<file path="config.mk">
export PLATFORM = sky130hd
export DESIGN_NAME = tio_teach_status
export DESIGN_NICKNAME = d
export VERILOG_FILES = /design/src/rtl/tio_pkg.sv /design/src/rtl/tio_teach_status.sv
export SDC_FILE = /design/constraint.sdc
export NUM_CORES = 1
export LEC_CHECK = 0
export ABC_AREA = 0
export BUFFER_PORTS_ARGS = -buffer_cell sky130_fd_sc_hd__buf_2
export CAP_MARGIN = 20
export CORE_MARGIN = 1
export CORE_UTILIZATION = 30
export CTS_BUF_LIST = sky130_fd_sc_hd__clkbuf_16
export DETAILED_ROUTE_END_ITERATION = 6
export PLACE_DENSITY = 0.5
export SLEW_MARGIN = 10
export SYNTH_ARGS = -nofsm -noshare
export SYNTH_HDL_FRONTEND = slang
export SYNTH_SLANG_ARGS = --single-unit
</file>
<file path="constraint.sdc">
create_clock -name I_SYS_CLK -period 5.2 [get_ports I_SYS_CLK]
set_input_delay 0.78 -clock I_SYS_CLK [delete_from_list [all_inputs] [get_ports I_SYS_CLK]]
set_output_delay 0.78 -clock I_SYS_CLK [all_outputs]
set_load 0.01 [all_outputs]
</file>
<file path="src/rtl/tio_pkg.sv">
// Constants, types and reset state for the teach input and output status block
package tio_pkg;

  // ----------------------------------------------------------------
  // Timing
  // ----------------------------------------------------------------
  localparam int CLK_HZ = 100_000_000;
  localparam int TICK_HZ = 16;
  localparam int TICK_CYC = CLK_HZ / TICK_HZ;
  localparam int ADJ_MIN_S = 2;
  localparam int ADJ_MAX_S = 5;
  localparam int TOG_MAX_S = 10;
  localparam int LIT_S = 2;
  localparam int FAULT_S = 2;
  localparam int ADJ_RUN_S = 1;
  localparam logic [7:0] ADJ_MIN_T = 8'(ADJ_MIN_S * TICK_HZ);
  localparam logic [7:0] ADJ_MAX_T = 8'(ADJ_MAX_S * TICK_HZ);
  localparam logic [7:0] TOG_MAX_T = 8'(TOG_MAX_S * TICK_HZ);
  localparam logic [7:0] PULSE_SAT = 8'hFF;
  localparam logic [5:0] LIT_END = 6'(LIT_S * TICK_HZ - 1);
  localparam logic [5:0] FAULT_END = 6'(FAULT_S * TICK_HZ - 1);
  localparam logic [5:0] ADJ_END = 6'(ADJ_RUN_S * TICK_HZ - 1);

  // ----------------------------------------------------------------
  // Process values and thresholds, in per cent
  // ----------------------------------------------------------------
  localparam logic [6:0] PV_MIN = 7'h09;
  localparam logic [6:0] ADJ_OFS = 7'h04;
  localparam logic [6:0] MIN_HYST = 7'h02;
  localparam logic [6:0] SP_DFLT = 7'h3E;
  localparam logic [6:0] RP_DFLT = 7'h36;

  // ----------------------------------------------------------------
  // Parameter index writes and event codes
  // ----------------------------------------------------------------
  localparam logic [7:0] IDX_TEST = 8'h02;
  localparam logic [7:0] TEST1_SET = 8'hF0;
  localparam logic [7:0] TEST1_CLR = 8'hF1;
  localparam logic [7:0] TEST2_SET = 8'hF2;
  localparam logic [7:0] TEST2_CLR = 8'hF3;
  localparam logic [15:0] CODE_NONE = 16'h0000;
  localparam logic [15:0] CODE_HW = 16'h5000;
  localparam logic [15:0] CODE_PARAM = 16'h6320;
  localparam logic [15:0] CODE_SHORT = 16'h7710;
  localparam logic [15:0] CODE_TEST1 = 16'h8DFE;
  localparam logic [15:0] CODE_TEST2 = 16'h8DFF;

  // ----------------------------------------------------------------
  // Types
  // ----------------------------------------------------------------
  typedef enum logic [1:0] {
    FN_HNO = 2'h0,
    FN_HNC = 2'h1,
    FN_FNO = 2'h2,
    FN_FNC = 2'h3
  } tio_func_t;

  typedef enum logic [4:0] {
    ST_IDLE = 5'h01,
    ST_MEAS = 5'h02,
    ST_ADJ = 5'h04,
    ST_LIT = 5'h08,
    ST_FAULT = 5'h10
  } tio_st_t;

  typedef struct packed {
    logic green;
    logic yellow;
  } tio_led_t;

  typedef struct packed {
    logic hw;
    logic param;
    logic short_circ;
    logic test1;
    logic test2;
  } tio_evt_t;

  typedef struct packed {
    logic we;
    tio_func_t ou1;
    tio_func_t fn2;
    logic [6:0] sp1;
    logic [6:0] rp1;
    logic [6:0] sp2;
    logic [6:0] rp2;
  } tio_cfg_t;

  typedef struct packed {
    tio_st_t mode;
    logic [31:0] tick_cnt;
    logic [3:0] phase;
    logic [7:0] pulse;
    logic [5:0] hold;
    logic pin_d;
    logic amb;
    tio_func_t ou1;
    tio_func_t fn2;
    logic [6:0] sp1;
    logic [6:0] rp1;
    logic [6:0] sp2;
    logic [6:0] rp2;
    logic det1;
    logic det2;
    logic sw1;
    logic sw2;
    tio_led_t led1;
    tio_led_t ind2;
    tio_evt_t evt;
    logic [15:0] code;
  } tio_state_t;

  localparam tio_state_t ST_RESET = '{mode: ST_IDLE, ou1: FN_HNO, fn2: FN_HNC,
    sp1: SP_DFLT, rp1: RP_DFLT, sp2: SP_DFLT, rp2: RP_DFLT, default: '0};

endpackage

</file>
<file path="src/rtl/tio_teach_status.sv">
// Teach input timing, switching outputs, indicator patterns and event reporting
`timescale 1ns/10ps
`default_nettype none

module tio_teach_status #(
  parameter int unsigned TICK_CYC = tio_pkg::TICK_CYC
) (
  input wire logic I_SYS_CLK,
  input wire logic I_SYS_RST,
  input wire logic I_CE,
  input wire logic I_TEACH_EN,
  input wire logic I_TEACH_PIN,
  input wire logic [6:0] I_PROC_VAL,
  input wire logic I_SIG_AMBIG,
  input wire logic I_SHORT1,
  input wire logic I_SHORT2,
  input wire logic I_HW_FAIL,
  input wire tio_pkg::tio_cfg_t I_CFG,
  input wire logic I_FACTORY_RST,
  input wire logic I_IDX_WE,
  input wire logic [7:0] I_IDX_ADDR,
  input wire logic [7:0] I_IDX_DATA,
  output logic O_SW1,
  output logic O_SW2,
  output tio_pkg::tio_led_t O_LED1,
  output tio_pkg::tio_led_t O_IND2,
  output tio_pkg::tio_evt_t O_EVT,
  output logic [15:0] O_EVT_CODE,
  output tio_pkg::tio_func_t O_OU1,
  output tio_pkg::tio_func_t O_FN2,
  output logic O_TEACH_BUSY
);
  import tio_pkg::*;

  // ----------------------------------------------------------------
  // Helper functions
  // ----------------------------------------------------------------
  function automatic logic hyst(input logic [6:0] pv, input logic [6:0] sp,
                                input logic [6:0] rp, input logic prev);
    logic res;
    res = prev;
    if (pv >= sp) begin
      res = 1'b1;
    end else if (pv <= rp) begin
      res = 1'b0;
    end
    return res;
  endfunction

  function automatic logic sw_out(input tio_func_t fn, input logic det, input logic [6:0] pv,
                                  input logic [6:0] sp, input logic [6:0] rp);
    logic win;
    logic res;
    win = (pv >= rp) && (pv <= sp);
    case (fn)
      FN_HNO: res = det;
      FN_HNC: res = ~det;
      FN_FNO: res = win;
      FN_FNC: res = ~win;
      default: res = 1'b0;
    endcase
    return res;
  endfunction

  // ----------------------------------------------------------------
  // State
  // ----------------------------------------------------------------
  tio_state_t st_r;
  tio_state_t st_nxt;
  logic tick;
  logic rise;
  logic fall;
  logic lvl1;
  logic lvl2;
  logic show;
  logic blink2;
  logic blink8;
  logic dbl1;
  logic bad;
  tio_led_t led;

  assign tick = (st_r.tick_cnt == 32'(TICK_CYC - 1));
  assign rise = I_TEACH_PIN & ~st_r.pin_d;
  assign fall = ~I_TEACH_PIN & st_r.pin_d;
  assign blink2 = st_r.phase[2];
  assign blink8 = st_r.phase[0];
  assign dbl1 = ~st_r.phase[3] & ~st_r.phase[1];

  always_comb begin
    st_nxt = st_r;
    st_nxt.pin_d = I_TEACH_PIN;

    // ----------------------------------------------------------------
    // Time base at sixteen ticks per second
    // ----------------------------------------------------------------
    if (tick) begin
      st_nxt.tick_cnt = '0;
      st_nxt.phase = st_r.phase + 4'h1;
    end else begin
      st_nxt.tick_cnt = st_r.tick_cnt + 32'h1;
    end

    // ----------------------------------------------------------------
    // Configuration link writes
    // ----------------------------------------------------------------
    if (I_CFG.we) begin
      if ((I_CFG.sp1 > I_CFG.rp1) && (I_CFG.sp2 > I_CFG.rp2)) begin
        st_nxt.ou1 = I_CFG.ou1;
        st_nxt.fn2 = I_CFG.fn2;
        st_nxt.sp1 = I_CFG.sp1;
        st_nxt.rp1 = I_CFG.rp1;
        st_nxt.sp2 = I_CFG.sp2;
        st_nxt.rp2 = I_CFG.rp2;
        st_nxt.evt.param = 1'b0;
      end else begin
        st_nxt.evt.param = 1'b1;
      end
    end
    if (I_FACTORY_RST) begin
      st_nxt.ou1 = ST_RESET.ou1;
      st_nxt.fn2 = ST_RESET.fn2;
      st_nxt.sp1 = ST_RESET.sp1;
      st_nxt.rp1 = ST_RESET.rp1;
      st_nxt.sp2 = ST_RESET.sp2;
      st_nxt.rp2 = ST_RESET.rp2;
      st_nxt.evt.param = 1'b0;
    end
    if (I_IDX_WE && (I_IDX_ADDR == IDX_TEST)) begin
      case (I_IDX_DATA)
        TEST1_SET: st_nxt.evt.test1 = 1'b1;
        TEST1_CLR: st_nxt.evt.test1 = 1'b0;
        TEST2_SET: st_nxt.evt.test2 = 1'b1;
        TEST2_CLR: st_nxt.evt.test2 = 1'b0;
        default: st_nxt.evt.test1 = st_nxt.evt.test1;
      endcase
    end
    st_nxt.evt.hw = I_HW_FAIL;
    st_nxt.evt.short_circ = I_SHORT1 | I_SHORT2;

    // ----------------------------------------------------------------
    // Teach sequence
    // ----------------------------------------------------------------
    bad = 1'b0;
    case (st_r.mode)
      ST_IDLE: begin
        if (I_TEACH_EN && rise) begin
          st_nxt.mode = ST_MEAS;
          st_nxt.pulse = '0;
          st_nxt.amb = 1'b0;
        end
      end
      ST_MEAS: begin
        if (tick && (st_r.pulse != PULSE_SAT)) begin
          st_nxt.pulse = st_r.pulse + 8'h01;
        end
        st_nxt.amb = st_r.amb | I_SIG_AMBIG;
        st_nxt.hold = '0;
        if (!I_TEACH_EN) begin
          st_nxt.mode = ST_IDLE;
        end else if (fall) begin
          bad = st_r.amb | (st_r.fn2 == FN_FNO) | (st_r.fn2 == FN_FNC);
          if ((st_r.pulse <= ADJ_MIN_T) || (st_r.pulse == ADJ_MAX_T) ||
              (st_r.pulse >= TOG_MAX_T)) begin
            bad = 1'b1;
          end
          if ((st_r.pulse < ADJ_MAX_T) && (I_PROC_VAL < PV_MIN)) begin
            bad = 1'b1;
          end
          if (bad) begin
            st_nxt.mode = ST_FAULT;
          end else if (st_r.pulse < ADJ_MAX_T) begin
            st_nxt.mode = ST_ADJ;
          end else begin
            st_nxt.fn2 = (st_r.fn2 == FN_HNC) ? FN_HNO : FN_HNC;
            st_nxt.mode = ST_LIT;
          end
        end
      end
      ST_ADJ: begin
        if (tick) begin
          st_nxt.hold = st_r.hold + 6'h01;
          if (st_r.hold == ADJ_END) begin
            st_nxt.sp2 = I_PROC_VAL - ADJ_OFS;
            st_nxt.rp2 = I_PROC_VAL - ADJ_OFS - MIN_HYST;
            st_nxt.hold = '0;
            st_nxt.mode = ST_LIT;
          end
        end
      end
      ST_LIT: begin
        if (tick) begin
          st_nxt.hold = st_r.hold + 6'h01;
          if (st_r.hold == LIT_END) begin
            st_nxt.mode = ST_IDLE;
          end
        end
      end
      ST_FAULT: begin
        if (tick) begin
          st_nxt.hold = st_r.hold + 6'h01;
          if (st_r.hold == FAULT_END) begin
            st_nxt.mode = ST_IDLE;
          end
        end
      end
      default: begin
        st_nxt.mode = ST_IDLE;
      end
    endcase

    // ----------------------------------------------------------------
    // Switching outputs
    // ----------------------------------------------------------------
    st_nxt.det1 = hyst(I_PROC_VAL, st_r.sp1, st_r.rp1, st_r.det1);
    st_nxt.det2 = hyst(I_PROC_VAL, st_r.sp2, st_r.rp2, st_r.det2);
    lvl1 = sw_out(st_r.ou1, st_r.det1, I_PROC_VAL, st_r.sp1, st_r.rp1);
    lvl2 = sw_out(st_r.fn2, st_r.det2, I_PROC_VAL, st_r.sp2, st_r.rp2);
    st_nxt.sw1 = lvl1 & ~I_TEACH_EN & ~I_SHORT1 & ~I_HW_FAIL;
    st_nxt.sw2 = lvl2 & ~I_SHORT2 & ~I_HW_FAIL;

    // ----------------------------------------------------------------
    // Indicator pattern
    // ----------------------------------------------------------------
    show = I_TEACH_EN ? lvl2 : lvl1;
    led.green = ~show;
    led.yellow = show;
    case (st_r.mode)
      ST_MEAS: begin
        led.green = 1'b0;
        led.yellow = (st_r.pulse >= ADJ_MAX_T) ? dbl1 : blink2;
      end
      ST_ADJ: begin
        led.green = 1'b0;
        led.yellow = blink2;
      end
      ST_LIT: begin
        led.green = 1'b1;
        led.yellow = 1'b1;
      end
      ST_FAULT: begin
        led.green = blink8;
        led.yellow = ~blink8;
      end
      default: begin
        if (I_HW_FAIL) begin
          led = '0;
        end else if (I_SHORT1 || I_SHORT2) begin
          led.green = 1'b0;
          led.yellow = blink2;
        end
      end
    endcase
    st_nxt.led1 = led;
    st_nxt.ind2 = led;

    // ----------------------------------------------------------------
    // Most urgent active event code
    // ----------------------------------------------------------------
    if (st_nxt.evt.hw) begin
      st_nxt.code = CODE_HW;
    end else if (st_nxt.evt.param) begin
      st_nxt.code = CODE_PARAM;
    end else if (st_nxt.evt.short_circ) begin
      st_nxt.code = CODE_SHORT;
    end else if (st_nxt.evt.test1) begin
      st_nxt.code = CODE_TEST1;
    end else if (st_nxt.evt.test2) begin
      st_nxt.code = CODE_TEST2;
    end else begin
      st_nxt.code = CODE_NONE;
    end
  end

  always_ff @(posedge I_SYS_CLK) begin
    if (I_SYS_RST) begin
      st_r <= ST_RESET;
    end else if (I_CE) begin
      st_r <= st_nxt;
    end
  end

  // ----------------------------------------------------------------
  // Outputs
  // ----------------------------------------------------------------
  assign O_SW1 = st_r.sw1;
  assign O_SW2 = st_r.sw2;
  assign O_LED1 = st_r.led1;
  assign O_IND2 = st_r.ind2;
  assign O_EVT = st_r.evt;
  assign O_EVT_CODE = st_r.code;
  assign O_OU1 = st_r.ou1;
  assign O_FN2 = st_r.fn2;
  assign O_TEACH_BUSY = (st_r.mode != ST_IDLE);

endmodule

`default_nettype wire

</file>
==> run_results.csv <==
group,metric,value,unit
sta,slew_violations,0,
sta,tightest_slew,944,ps
sta,max_freq,335,MHz
global_route,grt_overflow,0,
clock_network,cts_buffers,9,
setup_path,crit_family,"compound AO/OA/AOI/OAI gates",
clock_network,cts.sinks,108,
floorplanning,core,0.0218,mm2
setup_path,cp_max_fo,8,
final_layout,area_growth,12.5,%
global_route,grtUsageTotal,0.159,
pwr,powerDensity,248,mW/mm2
synth,syn_area_per_cell,8.09,um2
clock_network,cts_setup_buffers,0,
detailed_routing,vias,5790,
detailed_routing,drtPass1Iterations,4,
clock_network,cts_resized,0,
detailed_routing,drtIter0Drc,297,
final_layout,drive_gt1_frac,0.149,
setup_path,r2r_cells,7,
place,dp_hpwl,13.2,mm
final_layout,final_util,0.344,
detailed_routing,routed_wl,17.4,mm
synth,ys.flop_type,"dfxtp_1",
setup_path,cpMostUsedCell,"a21oi_1",
setup_path,crit_cells,8,
final_layout,final_nets,997,
global_route,grt_use_met1,0.207,
detailed_routing,antenna_left,0,
synth,ys_seq_elements,108,
floorplanning,die_area,0.0228,mm2
floorplanning,fp.dieH,151,um
detailed_routing,drt-wirelength-per-cell,15.0,um
sta,setup_viol,0,
floorplanning,start_util,0.306,
synth,yosysTopAreaCellShare,0.325,
clock_network,cts_htree_levels,3,
global_route,grt_pass1_vias,5481,
synth,synthCells,822,
synth,async_reset_ff_frac,0,
place,port_buffers,98,
setup_path,crit_required,5490,ps
setup_path,startpoint_type,"input pin",
sta,tns,0,ps
sta,grt_setup_unrepaired,"false",
final_layout,antenna_cells,0,
clock_network,clkLatencyLatePin,360,ps
pwr,power.switching,489,uW
global_route,grt_max_degree,34,
flow_run,max-cap-violations,0,
sta,slew_headroom,0.362,
setup_path,crit_path_max_incr_delay,860,ps
setup_path,cp_slowest_cell,"o311ai_0",
place,gp_congestion,0.812,
global_route,grtUsageMet3,0.0355,
detailed_routing,drc,0,
setup_path,worstSetupPathType,"input pin to flip-flop",
synth,synth.largest_area_cell,"dfxtp_1",
clock_network,cts_tree,"built",
pwr,combPwrFrac,0.142,
global_route,grt_busiest_layer,"met2",
setup_path,crit_arrival,3280,ps
synth,seq_area_frac_synth,0.325,
clock_network,clk_pin_slew,70,ps
status,status,"completed",
floorplanning,pin_count,99,
pwr,p_clk_frac,0.395,
clock_network,hold_buffers,0,
floorplanning,die_w,151,um
floorplanning,row_count,54,
pwr,p_leak,3.23,nW
synth,yosysUniqueCellTypes,70,
synth,yosys_warnings,0,
pwr,p_sw_frac,0.264,
global_route,grt_pass1_wl,28.2,mm
synth,synth_nets,942,
pwr,peakVddDrop,0.165,mV
synth,ys_top_cells_by_area,"dfxtp_1 33%, ha_1 10%, nor2_1 5.0%, xor2_1 4.0%, a21oi_1 3.7%",
synth,synth_edf_count,0,
sta,hold_viol_final,0,
pwr,p_seq_frac,0.463,
global_route,antenna_found_initial,1,
clock_network,cts_buffer_depth,2,
synth,synth.cell_area,0.00665,mm2
setup_path,crit_chain,"buf_2, ha_1, a21oi_1, o21ai_0, o311ai_0, xor2_1, or4_1, a21oi_1",
sta,period_needed,2990,ps
setup_path,critical_path_buf_inv_count,1,
min_path,hold_depth,2,
clock_network,cts-root-buf,"clkbuf_16",
sta,finalCritPeriodShare,0.574,
global_route,use_met2,0.261,
setup_path,endpoint_kind,"flip-flop",
detailed_routing,avgViaCountPerCell,4.98,
sta,fin_skew,10.6,ps
pwr,p_int,1.36,mW
min_path,hold_class,"flip-flop to flip-flop",
==> synth_stat cells, types with 21 or more instances <==
| master | count |
|---|---|
| dfxtp_1 | 108 |
| nor2_1 | 88 |
| inv_1 | 64 |
| nand2_1 | 62 |
| ha_1 | 53 |
| a21oi_1 | 49 |
| o21ai_0 | 36 |
| nand3_1 | 35 |
| buf_4 | 30 |
| xor2_1 | 30 |
| nor3_1 | 22 |
| clkbuf_1 | 21 |
==> layout by cell type, fill, tap and decap left out, drive strengths merged, types with 4 or more instances in the layout <==
cell and n:
nand4 15, nor2 88, and3 14, a22oi 6
nand3 36, nor3 22, a22o 5, xor2 30
xnor2 14, o21a 4, o22ai 11, nand2b 9
o21ai 36, ha 53, mux2i 9, a21o 4
clkinv 4, o31ai 5, buf 101, or2 5
a31oi 5, inv 65, a21oi 51, or3 11
a2bb2oi 14, clkbuf 9, o32ai 4, nand3b 6
dfxtp 108, or4b 5, nand2 62, a211oi 5
nor4 5, and2 7, nor2b 9
==> final cells by class <==
type,instances,area [um2]
repair buffers,101,513
well taps,280,350
inverters,65,244
clock inverters,7,82.6
multi-input cells,592,3900
clock buffers,9,225
flip-flops and latches,108,2160
fillers,2351,14300
==> state kept, by name, summed over array words and instances, names as in the netlist <==
signal      flops
st_r           85
O_SW1           1
O_EVT           5
O_IND2          2
blink8          1
O_EVT_CODE      8
blink2          1
O_SW2           1
O_OU1           2
O_FN2           2
==> worst reg2reg max path: cells and delay by family, from the launching register on <==
| family | cells | cell delay (ps) |
|---|---|---|
| AOI/OAI and AO/OA | 3 | 540 |
| DFF | 1 | 340 |
| and+or+nand+nor | 4 | 1700 |
==> layer usage <==
layer | share of wire | wire (um)
met1 | 0.49 | 8470
met2 | 0.45 | 7800
met3 | 0.052 | 899
met4 | 0.015 | 266
met5 | 0.00075 | 13
==> power groups by stage <==
stage | clock (mW) | combinational (mW) | sequential (mW)
global route | 0.787 | 0.296 | 0.860
global placement | 0 | 0.264 | 0.877
detailed placement | 0 | 0.264 | 0.877
finish | 0.732 | 0.263 | 0.858
floorplan | 0 | 0.179 | 0.873
CTS | 0.758 | 0.266 | 0.857
==> stage by stage <==
stage               instances  area, um2  hold slack (ps)  setup WS [ps]  power (mW)
global placement         1146       7170              451           1880        1.14
finish                   1162       7480              469           2210        1.85
floorplan                 822       6650              438           2470        1.05
CTS                      1162       7480              471           2220        1.88
global route             1162       7480              491           1900        1.94
detailed placement       1146       7170              456           1840        1.14
==> kinds of logic (layout without fill, tap and decap cells) <==
| group | Yosys count | in the layout | share of synthesized area |
|---|---|---|---|
| AOI/OAI and AO/OA | 181 | 181 | 0.183 |
| xor gates and xnor gates | 44 | 44 | 0.0580 |
| adders and majority gates | 53 | 53 | 0.0997 |
| buffers and inverters | 122 | 182 | 0.0877 |
| DFF | 108 | 108 | 0.325 |
| muxes | 9 | 9 | 0.0135 |
| and+or+nand+nor | 305 | 305 | 0.232 |
==> final timing paths <==
path	startpoint	to	slack, ps
hold / removal	st_r[53]$_SDFFE_PP1P_	st_r[53]$_SDFFE_PP1P_	470
hold reg to reg	st_r[53]$_SDFFE_PP1P_	st_r[53]$_SDFFE_PP1P_	470
setup / recovery	I_PROC_VAL[4]	O_SW1$_SDFFE_PP0P_	2210
setup reg to reg	st_r[86]$_SDFFE_PP0P_	st_r[32]$_SDFFE_PP0P_	2490
No activity file was read; power rests on OpenSTA's default activity.
